**src/hw/vic_pkg.sv**
```systemverilog
/*
 * Constants, register map and vector table of the vectored interrupt controller.
 * Assumes a 32-bit AXI4-Lite register bus; each 8-bit register occupies one aligned word.
 */
// How it works
// - Non-maskable request ignores enable and priority, wins always, waits while one serviced.
// - Only the watchdog overflow is non-maskable, vectored at 0004H.
// - Non-maskable request raises standby release, ending halt mode.
// - Maskable request raises standby release, ending stop and halt modes.
// - Priority flag puts each maskable request in high or low group; high nests.
// - Equal-priority pending requests resolve by fixed order 0 highest to 23 lowest.
// - Eight external and sixteen internal maskable request inputs.
// - Break instruction is a software interrupt at 003EH, ignoring enable and priority.
// - Twenty-six sources in total: non-maskable, maskable and software.
// - Watchdog is non-maskable in watchdog mode 1, maskable order 0 in interval mode.
// - Pin edges vector 0006H to 0012H by two; internal ones 0016H to 0032H.
// - Falling edge on any port 4 bit raises key-return request, vector 0014H, order 8.
// - Without I2C, vector 0020H has no source; its flag bits stay unused.
// - Request flag sets by source or software, clears on acknowledge, reset, software.
// - Request flags reset to 00H; byte, bit and combined 16-bit access; code writes lane-0 bytes only, a 16-bit pair as two word writes.
// - Acknowledge clears the matching request flag before service starts.
// - Watchdog request flag accessible only in interval mode; software keeps it 0 otherwise.
// - Mask flag 0 enables, 1 blocks; masks reset to FFH; byte and 16-bit access; code writes lane-0 bytes only, a 16-bit pair as two word writes.
// - In watchdog mode 1 the watchdog mask flag reads undefined.
// - Priority registers reset to FFH with the documented bit layout.
// - Maskable request eligible when flag is 1 and mask is 0; taken if enable is 1.
// - Acknowledge copies priority flag into in-service priority; low waits while it is 0.
package vic_pkg;

    // ************************************************************
    // register offsets and byte addresses (addresses word aligned)
    // ************************************************************
    localparam logic [15:0] PRIO_LOW0_OFS = 16'hffe8;
    localparam logic [15:0] PRIO_HIGH0_OFS = 16'hffe9;
    localparam logic [15:0] PRIO_LOW1_OFS = 16'hffea;
    localparam logic [31:0] PRIO_LOW0_ADDR = 32'h0003_ffa0;
    localparam logic [31:0] PRIO_HIGH0_ADDR = 32'h0003_ffa4;
    localparam logic [31:0] PRIO_LOW1_ADDR = 32'h0003_ffa8;
    localparam logic [31:0] REQ_LOW0_ADDR = 32'h0000_0000;
    localparam logic [31:0] REQ_HIGH0_ADDR = 32'h0000_0004;
    localparam logic [31:0] REQ_LOW1_ADDR = 32'h0000_0008;
    localparam logic [31:0] MASK_LOW0_ADDR = 32'h0000_0010;
    localparam logic [31:0] MASK_HIGH0_ADDR = 32'h0000_0014;
    localparam logic [31:0] MASK_LOW1_ADDR = 32'h0000_0018;
    localparam logic [31:0] CTRL_ADDR = 32'h0000_0020;
    localparam logic [31:0] STATUS_ADDR = 32'h0000_0024;

    // ************************************************************
    // reset values and field positions
    // ************************************************************
    localparam logic [7:0] REQ_RESET = 8'h00;
    localparam logic [7:0] MASK_RESET = 8'hff;
    localparam logic [7:0] PRIO_RESET = 8'hff;
    localparam int CTRL_IE_BIT = 0;
    localparam int CTRL_WDT_MODE1_BIT = 1;
    localparam int CTRL_HAS_I2C_BIT = 2;
    localparam int NUM_MASKABLE = 24;
    localparam int WDT_ORDER = 0;
    localparam int KEY_ORDER = 8;
    localparam int I2C_ORDER = 14;
    localparam int NUM_SOURCES = 26;

    // ************************************************************
    // vector table
    // ************************************************************
    localparam logic [15:0] NMI_VECTOR = 16'h0004;
    localparam logic [15:0] MASKABLE_VECTOR_BASE = 16'h0004;
    localparam logic [15:0] BREAK_VECTOR = 16'h003e;

    // ************************************************************
    // bus response codes
    // ************************************************************
    localparam logic [1:0] RESP_OKAY = 2'h0;
    localparam logic [1:0] RESP_SLVERR = 2'h2;

    typedef enum logic [1:0] {
        VIC_IDLE = 2'b00,
        VIC_ACK = 2'b01,
        VIC_NMI_BUSY = 2'b10
    } vic_state_t;

endpackage

```
**src/hw/vic_top.sv**
```systemverilog
/*
 * Vectored interrupt controller: request, mask and priority flags, fixed-order
 * resolution, vector hand-off to the CPU core, standby release, AXI4-Lite registers.
 * Assumes the CPU core handshakes with cpu_take and signals nmi return with cpu_nmi_return.
 */
// Added by the designer: the AXI4-Lite register port.
`timescale 1ns/1ps
module vic_top #(
    parameter logic HAS_I2C_DEFAULT = 1'b1
) (
    // clock and reset
    input wire logic aclk,
    input wire logic aresetn,
    // axi4-lite write address and data
    input wire logic [31:0] s_axi_awaddr,
    input wire logic s_axi_awvalid,
    output logic s_axi_awready,
    input wire logic [31:0] s_axi_wdata,
    input wire logic [3:0] s_axi_wstrb,
    input wire logic s_axi_wvalid,
    output logic s_axi_wready,
    // axi4-lite write response
    output logic [1:0] s_axi_bresp,
    output logic s_axi_bvalid,
    input wire logic s_axi_bready,
    // axi4-lite read
    input wire logic [31:0] s_axi_araddr,
    input wire logic s_axi_arvalid,
    output logic s_axi_arready,
    output logic [31:0] s_axi_rdata,
    output logic [1:0] s_axi_rresp,
    output logic s_axi_rvalid,
    input wire logic s_axi_rready,
    // request sources
    input wire logic watchdog_request,
    input wire logic [6:0] pin_edge_request,
    input wire logic [7:0] port4_pins,
    input wire logic [14:0] internal_request,
    input wire logic break_instruction,
    // cpu core side
    input wire logic cpu_take,
    input wire logic cpu_nmi_return,
    output logic irq_pending,
    output logic ack_strobe,
    output logic [15:0] vector_address,
    output logic standby_release,
    output logic in_service_priority
);
    logic [23:0] req_reg, req_next;
    logic [23:0] mask_reg;
    logic [23:0] prio_reg;
    logic [2:0] ctrl_reg;
    logic nmi_pend_reg, nmi_busy_reg, brk_pend_reg, isp_reg;
    logic [7:0] port4_sync, port4_prev_reg;
    logic [6:0] pin_sync;
    logic [6:0] pin_prev_reg;
    logic ie, wdt_mode1, has_i2c;
    logic [23:0] src_events, eligible, sw_set, sw_clr, ack_clr, unused_bits;
    logic found;
    logic [4:0] winner;
    logic nmi_event, take_nmi, take_brk, take_mask;
    logic [1:0] kind;

    // ************************************************************
    // pin synchronisers
    // ************************************************************
    vic_sync #(.WIDTH(8)) u_sync_port4 (
        .aclk(aclk),
        .aresetn(aresetn),
        .pin_async(port4_pins),
        .pin_sync(port4_sync)
    );
    vic_sync #(.WIDTH(7)) u_sync_pins (
        .aclk(aclk),
        .aresetn(aresetn),
        .pin_async(pin_edge_request),
        .pin_sync(pin_sync)
    );

    // ************************************************************
    // control decode and source routing
    // ************************************************************
    assign ie = ctrl_reg[vic_pkg::CTRL_IE_BIT];
    assign wdt_mode1 = ctrl_reg[vic_pkg::CTRL_WDT_MODE1_BIT];
    assign has_i2c = ctrl_reg[vic_pkg::CTRL_HAS_I2C_BIT];
    // watchdog goes non-maskable only in mode 1
    assign nmi_event = watchdog_request & wdt_mode1;
    // pin edge inputs are edge pulses from the edge-select logic, caught on rise; port 4 pins are caught on fall
    assign src_events[0] = watchdog_request & ~wdt_mode1;
    assign src_events[7:1] = pin_sync & ~pin_prev_reg;
    assign src_events[8] = |(port4_prev_reg & ~port4_sync);
    assign src_events[23:9] = internal_request;
    assign unused_bits = has_i2c ? 24'h00_0000 : 24'h00_4000;

    // ************************************************************
    // eligibility and resolution
    // ************************************************************
    // low requests wait while a high one is in service
    assign eligible = req_reg & ~mask_reg & ~unused_bits
                    & (isp_reg ? 24'hff_ffff : ~prio_reg);
    vic_arbiter #(.N(vic_pkg::NUM_MASKABLE)) u_arb (
        .eligible(eligible),
        .prio_low(prio_reg),
        .found(found),
        .winner(winner)
    );
    // nmi first, then break, then maskable; nmi and maskable wait while nmi busy, break does not
    assign take_nmi = cpu_take & nmi_pend_reg & ~nmi_busy_reg;
    assign take_brk = cpu_take & ~take_nmi & brk_pend_reg;
    assign take_mask = cpu_take & ~take_nmi & ~take_brk & found & ie & ~nmi_busy_reg;
    assign kind = take_nmi ? 2'h1 : (take_brk ? 2'h2 : (take_mask ? 2'h3 : 2'h0));
    assign ack_clr = take_mask ? (24'h00_0001 << winner) : 24'h00_0000;

    // ************************************************************
    // axi4-lite decode
    // ************************************************************
    logic aw_held_reg, w_held_reg;
    logic [31:0] awaddr_reg, wdata_reg;
    logic [3:0] wstrb_reg;
    logic wr_go, wr_hit, rd_hit;
    logic [31:0] rd_word;
    assign wr_go = aw_held_reg & w_held_reg & ~s_axi_bvalid;
    assign wr_hit = awaddr_reg == vic_pkg::REQ_LOW0_ADDR || awaddr_reg == vic_pkg::REQ_HIGH0_ADDR
                 || awaddr_reg == vic_pkg::REQ_LOW1_ADDR || awaddr_reg == vic_pkg::MASK_LOW0_ADDR
                 || awaddr_reg == vic_pkg::MASK_HIGH0_ADDR || awaddr_reg == vic_pkg::MASK_LOW1_ADDR
                 || awaddr_reg == vic_pkg::PRIO_LOW0_ADDR || awaddr_reg == vic_pkg::PRIO_HIGH0_ADDR
                 || awaddr_reg == vic_pkg::PRIO_LOW1_ADDR || awaddr_reg == vic_pkg::CTRL_ADDR;
    // byte writes of lane 0 only; the 16-bit pairs are two word writes
    function automatic logic [23:0] lane(input logic [31:0] a, input logic [31:0] b0,
                                         input logic [31:0] b1, input logic [31:0] b2,
                                         input logic [7:0] d);
        logic [23:0] r;
        r = 24'h00_0000;
        if (a == b0) begin
            r = {16'h0000, d};
        end else if (a == b1) begin
            r = {8'h00, d, 8'h00};
        end else if (a == b2) begin
            r = {d, 16'h0000};
        end
        return r;
    endfunction
    function automatic logic [23:0] hit(input logic [31:0] a, input logic [31:0] b0,
                                        input logic [31:0] b1, input logic [31:0] b2);
        logic [23:0] r;
        r = 24'h00_0000;
        if (a == b0) begin
            r = 24'h00_00ff;
        end else if (a == b1) begin
            r = 24'h00_ff00;
        end else if (a == b2) begin
            r = 24'hff_0000;
        end
        return r;
    endfunction
    logic wr_en;
    logic [23:0] req_sel, mask_sel, prio_sel, req_wd, mask_wd, prio_wd;
    assign wr_en = wr_go & wstrb_reg[0];
    assign req_sel = wr_en ? hit(awaddr_reg, vic_pkg::REQ_LOW0_ADDR, vic_pkg::REQ_HIGH0_ADDR,
                                 vic_pkg::REQ_LOW1_ADDR) : 24'h00_0000;
    assign mask_sel = wr_en ? hit(awaddr_reg, vic_pkg::MASK_LOW0_ADDR, vic_pkg::MASK_HIGH0_ADDR,
                                  vic_pkg::MASK_LOW1_ADDR) : 24'h00_0000;
    assign prio_sel = wr_en ? hit(awaddr_reg, vic_pkg::PRIO_LOW0_ADDR, vic_pkg::PRIO_HIGH0_ADDR,
                                  vic_pkg::PRIO_LOW1_ADDR) : 24'h00_0000;
    assign req_wd = lane(awaddr_reg, vic_pkg::REQ_LOW0_ADDR, vic_pkg::REQ_HIGH0_ADDR,
                         vic_pkg::REQ_LOW1_ADDR, wdata_reg[7:0]);
    assign mask_wd = lane(awaddr_reg, vic_pkg::MASK_LOW0_ADDR, vic_pkg::MASK_HIGH0_ADDR,
                          vic_pkg::MASK_LOW1_ADDR, wdata_reg[7:0]);
    assign prio_wd = lane(awaddr_reg, vic_pkg::PRIO_LOW0_ADDR, vic_pkg::PRIO_HIGH0_ADDR,
                          vic_pkg::PRIO_LOW1_ADDR, wdata_reg[7:0]);
    // watchdog flag is not writable in mode 1
    assign sw_set = req_sel & req_wd & {23'h7f_ffff, ~wdt_mode1};
    assign sw_clr = req_sel & ~req_wd & {23'h7f_ffff, ~wdt_mode1};
    // hardware set beats any clear in the same cycle
    assign req_next = ((req_reg & ~sw_clr & ~ack_clr) | sw_set | src_events)
                    & ~unused_bits;

    // read mux; watchdog request and mask bits read 0 in mode 1
    logic [23:0] req_view, mask_view;
    assign req_view = req_reg & {23'h7f_ffff, ~wdt_mode1};
    assign mask_view = mask_reg & {23'h7f_ffff, ~wdt_mode1};
    assign rd_hit = 1'b1;
    always_comb begin
        case (s_axi_araddr)
            vic_pkg::REQ_LOW0_ADDR: rd_word = {24'h00_0000, req_view[7:0]};
            vic_pkg::REQ_HIGH0_ADDR: rd_word = {24'h00_0000, req_view[15:8]};
            vic_pkg::REQ_LOW1_ADDR: rd_word = {24'h00_0000, req_view[23:16]};
            vic_pkg::MASK_LOW0_ADDR: rd_word = {24'h00_0000, mask_view[7:0]};
            vic_pkg::MASK_HIGH0_ADDR: rd_word = {24'h00_0000, mask_view[15:8]};
            vic_pkg::MASK_LOW1_ADDR: rd_word = {24'h00_0000, mask_view[23:16]};
            vic_pkg::PRIO_LOW0_ADDR: rd_word = {24'h00_0000, prio_reg[7:0]};
            vic_pkg::PRIO_HIGH0_ADDR: rd_word = {24'h00_0000, prio_reg[15:8]};
            vic_pkg::PRIO_LOW1_ADDR: rd_word = {24'h00_0000, prio_reg[23:16]};
            vic_pkg::CTRL_ADDR: rd_word = {29'h0000_0000, ctrl_reg};
            vic_pkg::STATUS_ADDR: rd_word = {27'h000_0000, isp_reg, nmi_busy_reg,
                                             nmi_pend_reg, brk_pend_reg, found};
            default: rd_word = 32'hffff_ffff;
        endcase
    end
    logic rd_ok;
    assign rd_ok = rd_word != 32'hffff_ffff;

    // ************************************************************
    // axi4-lite channel handshakes
    // ************************************************************
    always_ff @(posedge aclk) begin
        if (!aresetn) begin
            aw_held_reg <= 1'b0;
            w_held_reg <= 1'b0;
            awaddr_reg <= 32'h0000_0000;
            wdata_reg <= 32'h0000_0000;
            wstrb_reg <= 4'h0;
            s_axi_awready <= 1'b0;
            s_axi_wready <= 1'b0;
            s_axi_bvalid <= 1'b0;
            s_axi_bresp <= vic_pkg::RESP_OKAY;
        end else begin
            s_axi_awready <= ~aw_held_reg & ~s_axi_awready & s_axi_awvalid;
            s_axi_wready <= ~w_held_reg & ~s_axi_wready & s_axi_wvalid;
            if (s_axi_awvalid & s_axi_awready) begin
                aw_held_reg <= 1'b1;
                awaddr_reg <= s_axi_awaddr;
            end
            if (s_axi_wvalid & s_axi_wready) begin
                w_held_reg <= 1'b1;
                wdata_reg <= s_axi_wdata;
                wstrb_reg <= s_axi_wstrb;
            end
            if (wr_go) begin
                s_axi_bvalid <= 1'b1;
                s_axi_bresp <= wr_hit ? vic_pkg::RESP_OKAY : vic_pkg::RESP_SLVERR;
            end else if (s_axi_bvalid & s_axi_bready) begin
                s_axi_bvalid <= 1'b0;
                aw_held_reg <= 1'b0;
                w_held_reg <= 1'b0;
            end
        end
    end

    // read answers one cycle after the address is taken
    always_ff @(posedge aclk) begin
        if (!aresetn) begin
            s_axi_arready <= 1'b0;
            s_axi_rvalid <= 1'b0;
            s_axi_rdata <= 32'h0000_0000;
            s_axi_rresp <= vic_pkg::RESP_OKAY;
        end else begin
            s_axi_arready <= s_axi_arvalid & ~s_axi_arready & ~s_axi_rvalid & rd_hit;
            if (s_axi_arvalid & s_axi_arready) begin
                s_axi_rvalid <= 1'b1;
                s_axi_rdata <= rd_ok ? rd_word : 32'h0000_0000;
                s_axi_rresp <= rd_ok ? vic_pkg::RESP_OKAY : vic_pkg::RESP_SLVERR;
            end else if (s_axi_rvalid & s_axi_rready) begin
                s_axi_rvalid <= 1'b0;
            end
        end
    end

    // ************************************************************
    // flag registers
    // ************************************************************
    always_ff @(posedge aclk) begin
        if (!aresetn) begin
            req_reg <= {3{vic_pkg::REQ_RESET}};
            mask_reg <= {3{vic_pkg::MASK_RESET}};
            prio_reg <= {3{vic_pkg::PRIO_RESET}};
            ctrl_reg <= {HAS_I2C_DEFAULT, 2'b00};
            pin_prev_reg <= 7'h00;
            port4_prev_reg <= 8'h00; // matches synchroniser reset, so release makes no false fall
        end else begin
            req_reg <= req_next;
            mask_reg <= (mask_reg & ~mask_sel) | (mask_wd & mask_sel);
            prio_reg <= (prio_reg & ~prio_sel) | (prio_wd & prio_sel);
            if (wr_en && awaddr_reg == vic_pkg::CTRL_ADDR) begin
                ctrl_reg <= wdata_reg[2:0];
            end else if (kind != 2'h0) begin
                ctrl_reg[vic_pkg::CTRL_IE_BIT] <= 1'b0; // acceptance disables nesting
            end
            pin_prev_reg <= pin_sync;
            port4_prev_reg <= port4_sync;
        end
    end

    // ************************************************************
    // non-maskable and break tracking; in-service priority
    // ************************************************************
    always_ff @(posedge aclk) begin
        if (!aresetn) begin
            nmi_pend_reg <= 1'b0;
            nmi_busy_reg <= 1'b0;
            brk_pend_reg <= 1'b0;
            isp_reg <= 1'b1;
        end else begin
            // a new event holds pending; repeats collapse into one
            nmi_pend_reg <= nmi_event | (nmi_pend_reg & ~take_nmi);
            nmi_busy_reg <= take_nmi | (nmi_busy_reg & ~cpu_nmi_return);
            brk_pend_reg <= break_instruction | (brk_pend_reg & ~take_brk);
            if (take_nmi) begin
                isp_reg <= 1'b0;
            end else if (take_mask) begin
                isp_reg <= prio_reg[winner];
            end else if (cpu_nmi_return) begin
                isp_reg <= 1'b1;
            end
        end
    end

    // ************************************************************
    // cpu-facing outputs, all registered
    // ************************************************************
    always_ff @(posedge aclk) begin
        if (!aresetn) begin
            ack_strobe <= 1'b0;
            vector_address <= 16'h0000;
            irq_pending <= 1'b0;
            standby_release <= 1'b0;
            in_service_priority <= 1'b1;
        end else begin
            ack_strobe <= kind != 2'h0;
            if (take_nmi) begin
                vector_address <= vic_pkg::NMI_VECTOR;
            end else if (take_brk) begin
                vector_address <= vic_pkg::BREAK_VECTOR;
            end else if (take_mask) begin
                // index n maps to 0004H + 2n: pins 0006H..0012H, key 0014H, last 0032H
                vector_address <= vic_pkg::MASKABLE_VECTOR_BASE
                                + {10'h000, winner, 1'b0};
            end
            irq_pending <= (nmi_pend_reg & ~nmi_busy_reg) | brk_pend_reg
                         | (found & ie & ~nmi_busy_reg);
            // standby release ignores enable; halt and stop both end on it
            standby_release <= nmi_pend_reg | (|(req_reg & ~mask_reg));
            in_service_priority <= isp_reg;
        end
    end
endmodule

```
**src/hw/vic_sync.sv**
```systemverilog
/*
 * Two-flop synchroniser for a bundle of asynchronous pins.
 * Assumes the pins change slowly relative to aclk; no glitch filter.
 */
`timescale 1ns/1ps
module vic_sync #(
    parameter int WIDTH = 8
) (
    // clock and reset
    input wire logic aclk,
    input wire logic aresetn,
    // pins and result
    input wire logic [WIDTH-1:0] pin_async,
    output logic [WIDTH-1:0] pin_sync
);
    logic [WIDTH-1:0] meta_reg;

    // ************************************************************
    // two stages; first stage feeds only the second
    // ************************************************************
    always_ff @(posedge aclk) begin
        if (!aresetn) begin
            meta_reg <= '0;
            pin_sync <= '0;
        end else begin
            meta_reg <= pin_async;
            pin_sync <= meta_reg;
        end
    end
endmodule

```
**src/hw/vic_arbiter.sv**
```systemverilog
/*
 * Fixed-order two-level priority picker for the maskable requests.
 * Assumes eligible already combines flag, mask and in-service priority.
 */
`timescale 1ns/1ps
module vic_arbiter #(
    parameter int N = 24
) (
    // requests
    input wire logic [N-1:0] eligible,
    input wire logic [N-1:0] prio_low,
    // winner
    output logic found,
    output logic [4:0] winner
);
    logic [N-1:0] high_set;
    logic [N-1:0] pick_set;

    // high group first, then low group
    assign high_set = eligible & ~prio_low;
    assign pick_set = (|high_set) ? high_set : eligible;
    assign found = |eligible;

    // ************************************************************
    // lowest index wins: scan downward so index 0 lands last
    // ************************************************************
    always_comb begin
        winner = 5'h00;
        for (int i = N - 1; i >= 0; i--) begin
            if (pick_set[i]) begin
                winner = 5'(i);
            end
        end
    end
endmodule

```
**config.mk**
```make
export PLATFORM = sky130hd
export DESIGN_NAME = vic_top
export DESIGN_NICKNAME = d
export VERILOG_FILES = /design/src/hw/vic_pkg.sv /design/src/hw/vic_top.sv /design/src/hw/vic_sync.sv /design/src/hw/vic_arbiter.sv
export SDC_FILE = /design/constraint.sdc
export NUM_CORES = 1
export LEC_CHECK = 0
export ABC_AREA = 1
export BUFFER_PORTS_ARGS = -buffer_cell sky130_fd_sc_hd__clkbuf_2
export CAP_MARGIN = 25
export CORE_MARGIN = 8
export CORE_UTILIZATION = 40
export CTS_BUF_LIST = sky130_fd_sc_hd__clkbuf_4 sky130_fd_sc_hd__clkbuf_8
export DETAILED_ROUTE_END_ITERATION = 8
export PLACE_DENSITY = 0.59
export SLEW_MARGIN = 10
export SYNTH_ARGS = -nofsm -noshare
export SYNTH_HDL_FRONTEND = slang
export SYNTH_HIERARCHICAL = 1
export SYNTH_SLANG_ARGS = --single-unit
export TNS_END_PERCENT = 5
```
**constraint.sdc**
```tcl
create_clock -name aclk -period 5.39 [get_ports aclk]
set_input_delay 0.8085 -clock aclk [delete_from_list [all_inputs] [get_ports aclk]]
set_output_delay 0.8085 -clock aclk [all_outputs]
set_load 0.02 [all_outputs]
```
==> reports/qor.json <==
{
  "floorplan": {
    "fp.dieH_um": 176.4,
    "chipWidth_um": 176.4,
    "die_area_sq_um": 31130,
    "std_cell_rows": 58,
    "core_area_sq_um": 25250,
    "floorplan.initialDensity_pct": 40.77,
    "ios": 202
  },
  "global_routing": {
    "vias_in_the_first_global_route": 9363,
    "antenna_found_initial": 1,
    "globalRouteTotalUtil_pct": 21.52,
    "wire_length_of_the_first_global_routing_pass_um": 52250,
    "overflow": 0,
    "maximum_number_of_pins_on_one_net_before_global_route_repair": 93
  },
  "yosys": {
    "yosys.area.top_type": "dfxtp_1",
    "ys_seq_elements": 193,
    "synth_cell_type_count": 49,
    "async_reset_ff_share_pct": 0,
    "synth_seq_area_share_pct": 37.52,
    "ys_top_cells_by_area": "dfxtp_1 (38%), nand2_1 (13%), inv_1 (8.8%)",
    "combined_area_of_all_synthesized_cells_sq_um": 10300,
    "synth_top_cell_area_share_pct": 37.52,
    "ys_dominant_reg_cell": "dfxtp_1",
    "syn_area_per_cell_sq_um": 6.484,
    "synth_warnings": 6,
    "synthesis.instances": 1588,
    "synth_enable_flop_cells": 0
  },
  "layout": {
    "synthToLayoutAreaGrowth_pct": 11.75,
    "design.final.nets": 1846,
    "final_cell_mix": "nand2_1 (353), inv_1 (241), nor2_1 (197)",
    "layout_commonest_cell": "nand2_1",
    "finalNonFillerCells": 2047,
    "final_layout_size_suffix_gt1_share_pct": 16.60,
    "antenna_cells": 0,
    "filler_cell_count": 2756
  },
  "sta": {
    "rsz0062_at_grt": "no",
    "worstMarginPinSlew_ns": 0.8739,
    "report.final.slew_viol_count": 0,
    "final_worst_path_cycle_share_pct": 83.97,
    "fin_skew_ns": 0.02411,
    "fin_setup_tns_ns": 0,
    "max_transition_margin_pct": 41.74,
    "finalHoldViolCount": 0,
    "max_freq_mhz": 221.0,
    "period_minus_slack_ns": 4.526,
    "report.final.setup_viol": 0
  },
  "run": {
    "maxCapViolations": 0
  },
  "clocking": {
    "cts_root_buf": "clkbuf_8",
    "clkSinkCount": 193,
    "cts.hold.buffers_added": 0,
    "path_clk_slew_ns": 0.13,
    "post_cts_resize_count": 0,
    "tritoncts": "done",
    "cts_made_buffers": 17,
    "cts_setup_buffers": 0,
    "clk-insertion-delay-late_ns": 0.49,
    "htree_levels": 4,
    "cts_buffer_depth": 2
  },
  "setup_path": {
    "timing.critical_path.required_ns": 5.73,
    "worstSetupEndpointType": "register",
    "worst_path_max_delay_cell": "dfxtp_1",
    "startpoint_type": "register",
    "worstSetupPathType": "reg2reg",
    "worst-path-max-fanout": 24,
    "rr_startpoint": "isp_reg",
    "worst_setup_path_startpoint": "isp_reg",
    "dominant_cell_type_by_count_on_the_critical_path": "nand2_1",
    "critical_path.max_stage_delay_ns": 0.43,
    "timing.critical_path.arrival_ns": 4.87
  },
  "place": {
    "place_inst": 2015,
    "place_hpwl_um": 26750,
    "finalWeightedCongestion": 0.9821,
    "port_buffers": 162
  },
  "worst_hold_path": {
    "hold_path.class": "reg2reg",
    "holdCritStartpoint": "u_sync_pins/meta_reg[3]"
  },
  "route": {
    "post_drt_wl_per_cell_um": 16.57,
    "vias_per_cell": 4.917,
    "routed_wl_um": 33930,
    "dr.pass1.iters": 5,
    "drt_iter0_markers": 888,
    "detailroute.via_count": 10070,
    "post_route_drc": 0,
    "ant_nets": 0
  },
  "outcome": {
    "status": "finished, final reports clean"
  },
  "pwr": {
    "total_power_per_unit_cell_area_nw_per_um2": 238.5,
    "power.ir.vdd_worst_mv": 0.1512,
    "leakage_nw": 5.763
  }
}
## worst paths after layout
kind | endpoint | depth (start not counted) | slack [ns]
setup / recovery | req_reg[19] | 37 | 0.86
hold / removal | u_sync_pins/pin_sync[3] | 2 | 0.42
setup reg to reg | req_reg[19] | 37 | 0.86
hold reg to reg | u_sync_pins/pin_sync[3] | 2 | 0.42
## report_power, final
group / switching (mW) / internal [mW] / leakage [nW]
Combinational: 0.167 / 0.0888 / 3.98
Clock: 0.627 / 0.360 / 0.205
Sequential: 0.0287 / 1.47 / 1.58
Total: 0.823 / 1.92 / 5.76
## layout make-up
cell class | count | area, sq um | share of cell area (%)
multi-input cells | 1071 | 5001 | 43.46
flip-flops and latches | 193 | 3864 | 33.58
inverters | 252 | 945.9 | 8.220
repair buffers | 169 | 865.8 | 7.524
well taps | 330 | 412.9 | 3.588
clock buffers | 17 | 234.0 | 2.033
clock inverters | 15 | 183.9 | 1.598
## synthesized netlist by cell type (2+ instances only)
cell and count:
and2_1 2, o21ai_0 102, inv_1 241, nor4_2 2, a211oi_1 4, nor2_1 197, and3_1 3, nor4_1 10
nor3_1 27, o22ai_1 8, nand4_1 14, clkbuf_1 23, a31oi_1 15, buf_2 12, inv_2 9, o21ai_2 3
dfxtp_1 193, nor2_2 23, nand3_1 107, nand2_4 3, o21ai_1 19, o211ai_1 2, nand4_2 2, buf_4 37
nand2_2 15, buf_6 7, buf_1 3, nor2_4 3, nand2_1 353, or2_2 11, a21oi_1 115, clkinv_1 2
a21oi_2 5
## through the flow
stage / worst slack, ns / area [sq um] / util, % / hold WS [ns] / total power [mW]
2_1_floorplan: 1.653 / 10340 / - / 0.3856 / 1.697
3_3_place_gp: 0.9200 / 11090 / 43.91 / 0.3920 / 1.787
3_5_place_dp: 0.9148 / 11090 / 43.91 / 0.3959 / 1.791
4_1_cts: 0.8686 / 11510 / 45.57 / 0.4215 / 2.762
5_1_grt: 0.3900 / 11510 / 45.57 / 0.4298 / 2.855
6_report: 0.8641 / 11510 / 45.57 / 0.4153 / 2.745
## kinds of logic (layout without fill, tap and decap cells)
group,Yosys count,after routing,share of synthesized area [%]
compound gates,278,278,14.42
xor+xnor,1,1,0.08507
fa+ha+maj,1,1,0.1215
buf+inv,335,453,14.37
flops,193,193,37.52
other cells,1,12,0.03642
simple gates,779,779,33.44
## critical path: cells and delay by family, from the launching register on
family	cells	cell delay, ns
compound gates	3	0.73
simple gates	30	2.65
flops	1	0.43
buf+inv	4	0.57
## layer usage
metal	part of all wire [%]	GRT usage, %	vias up
li1	-	-	5218
met1	45	28.13	4468
met2	46	35.10	324
met3	6.6	3.589	53
met4	3.2	8.091	2
met5	0.038	0	-
No activity file was read; power rests on OpenSTA's default activity.
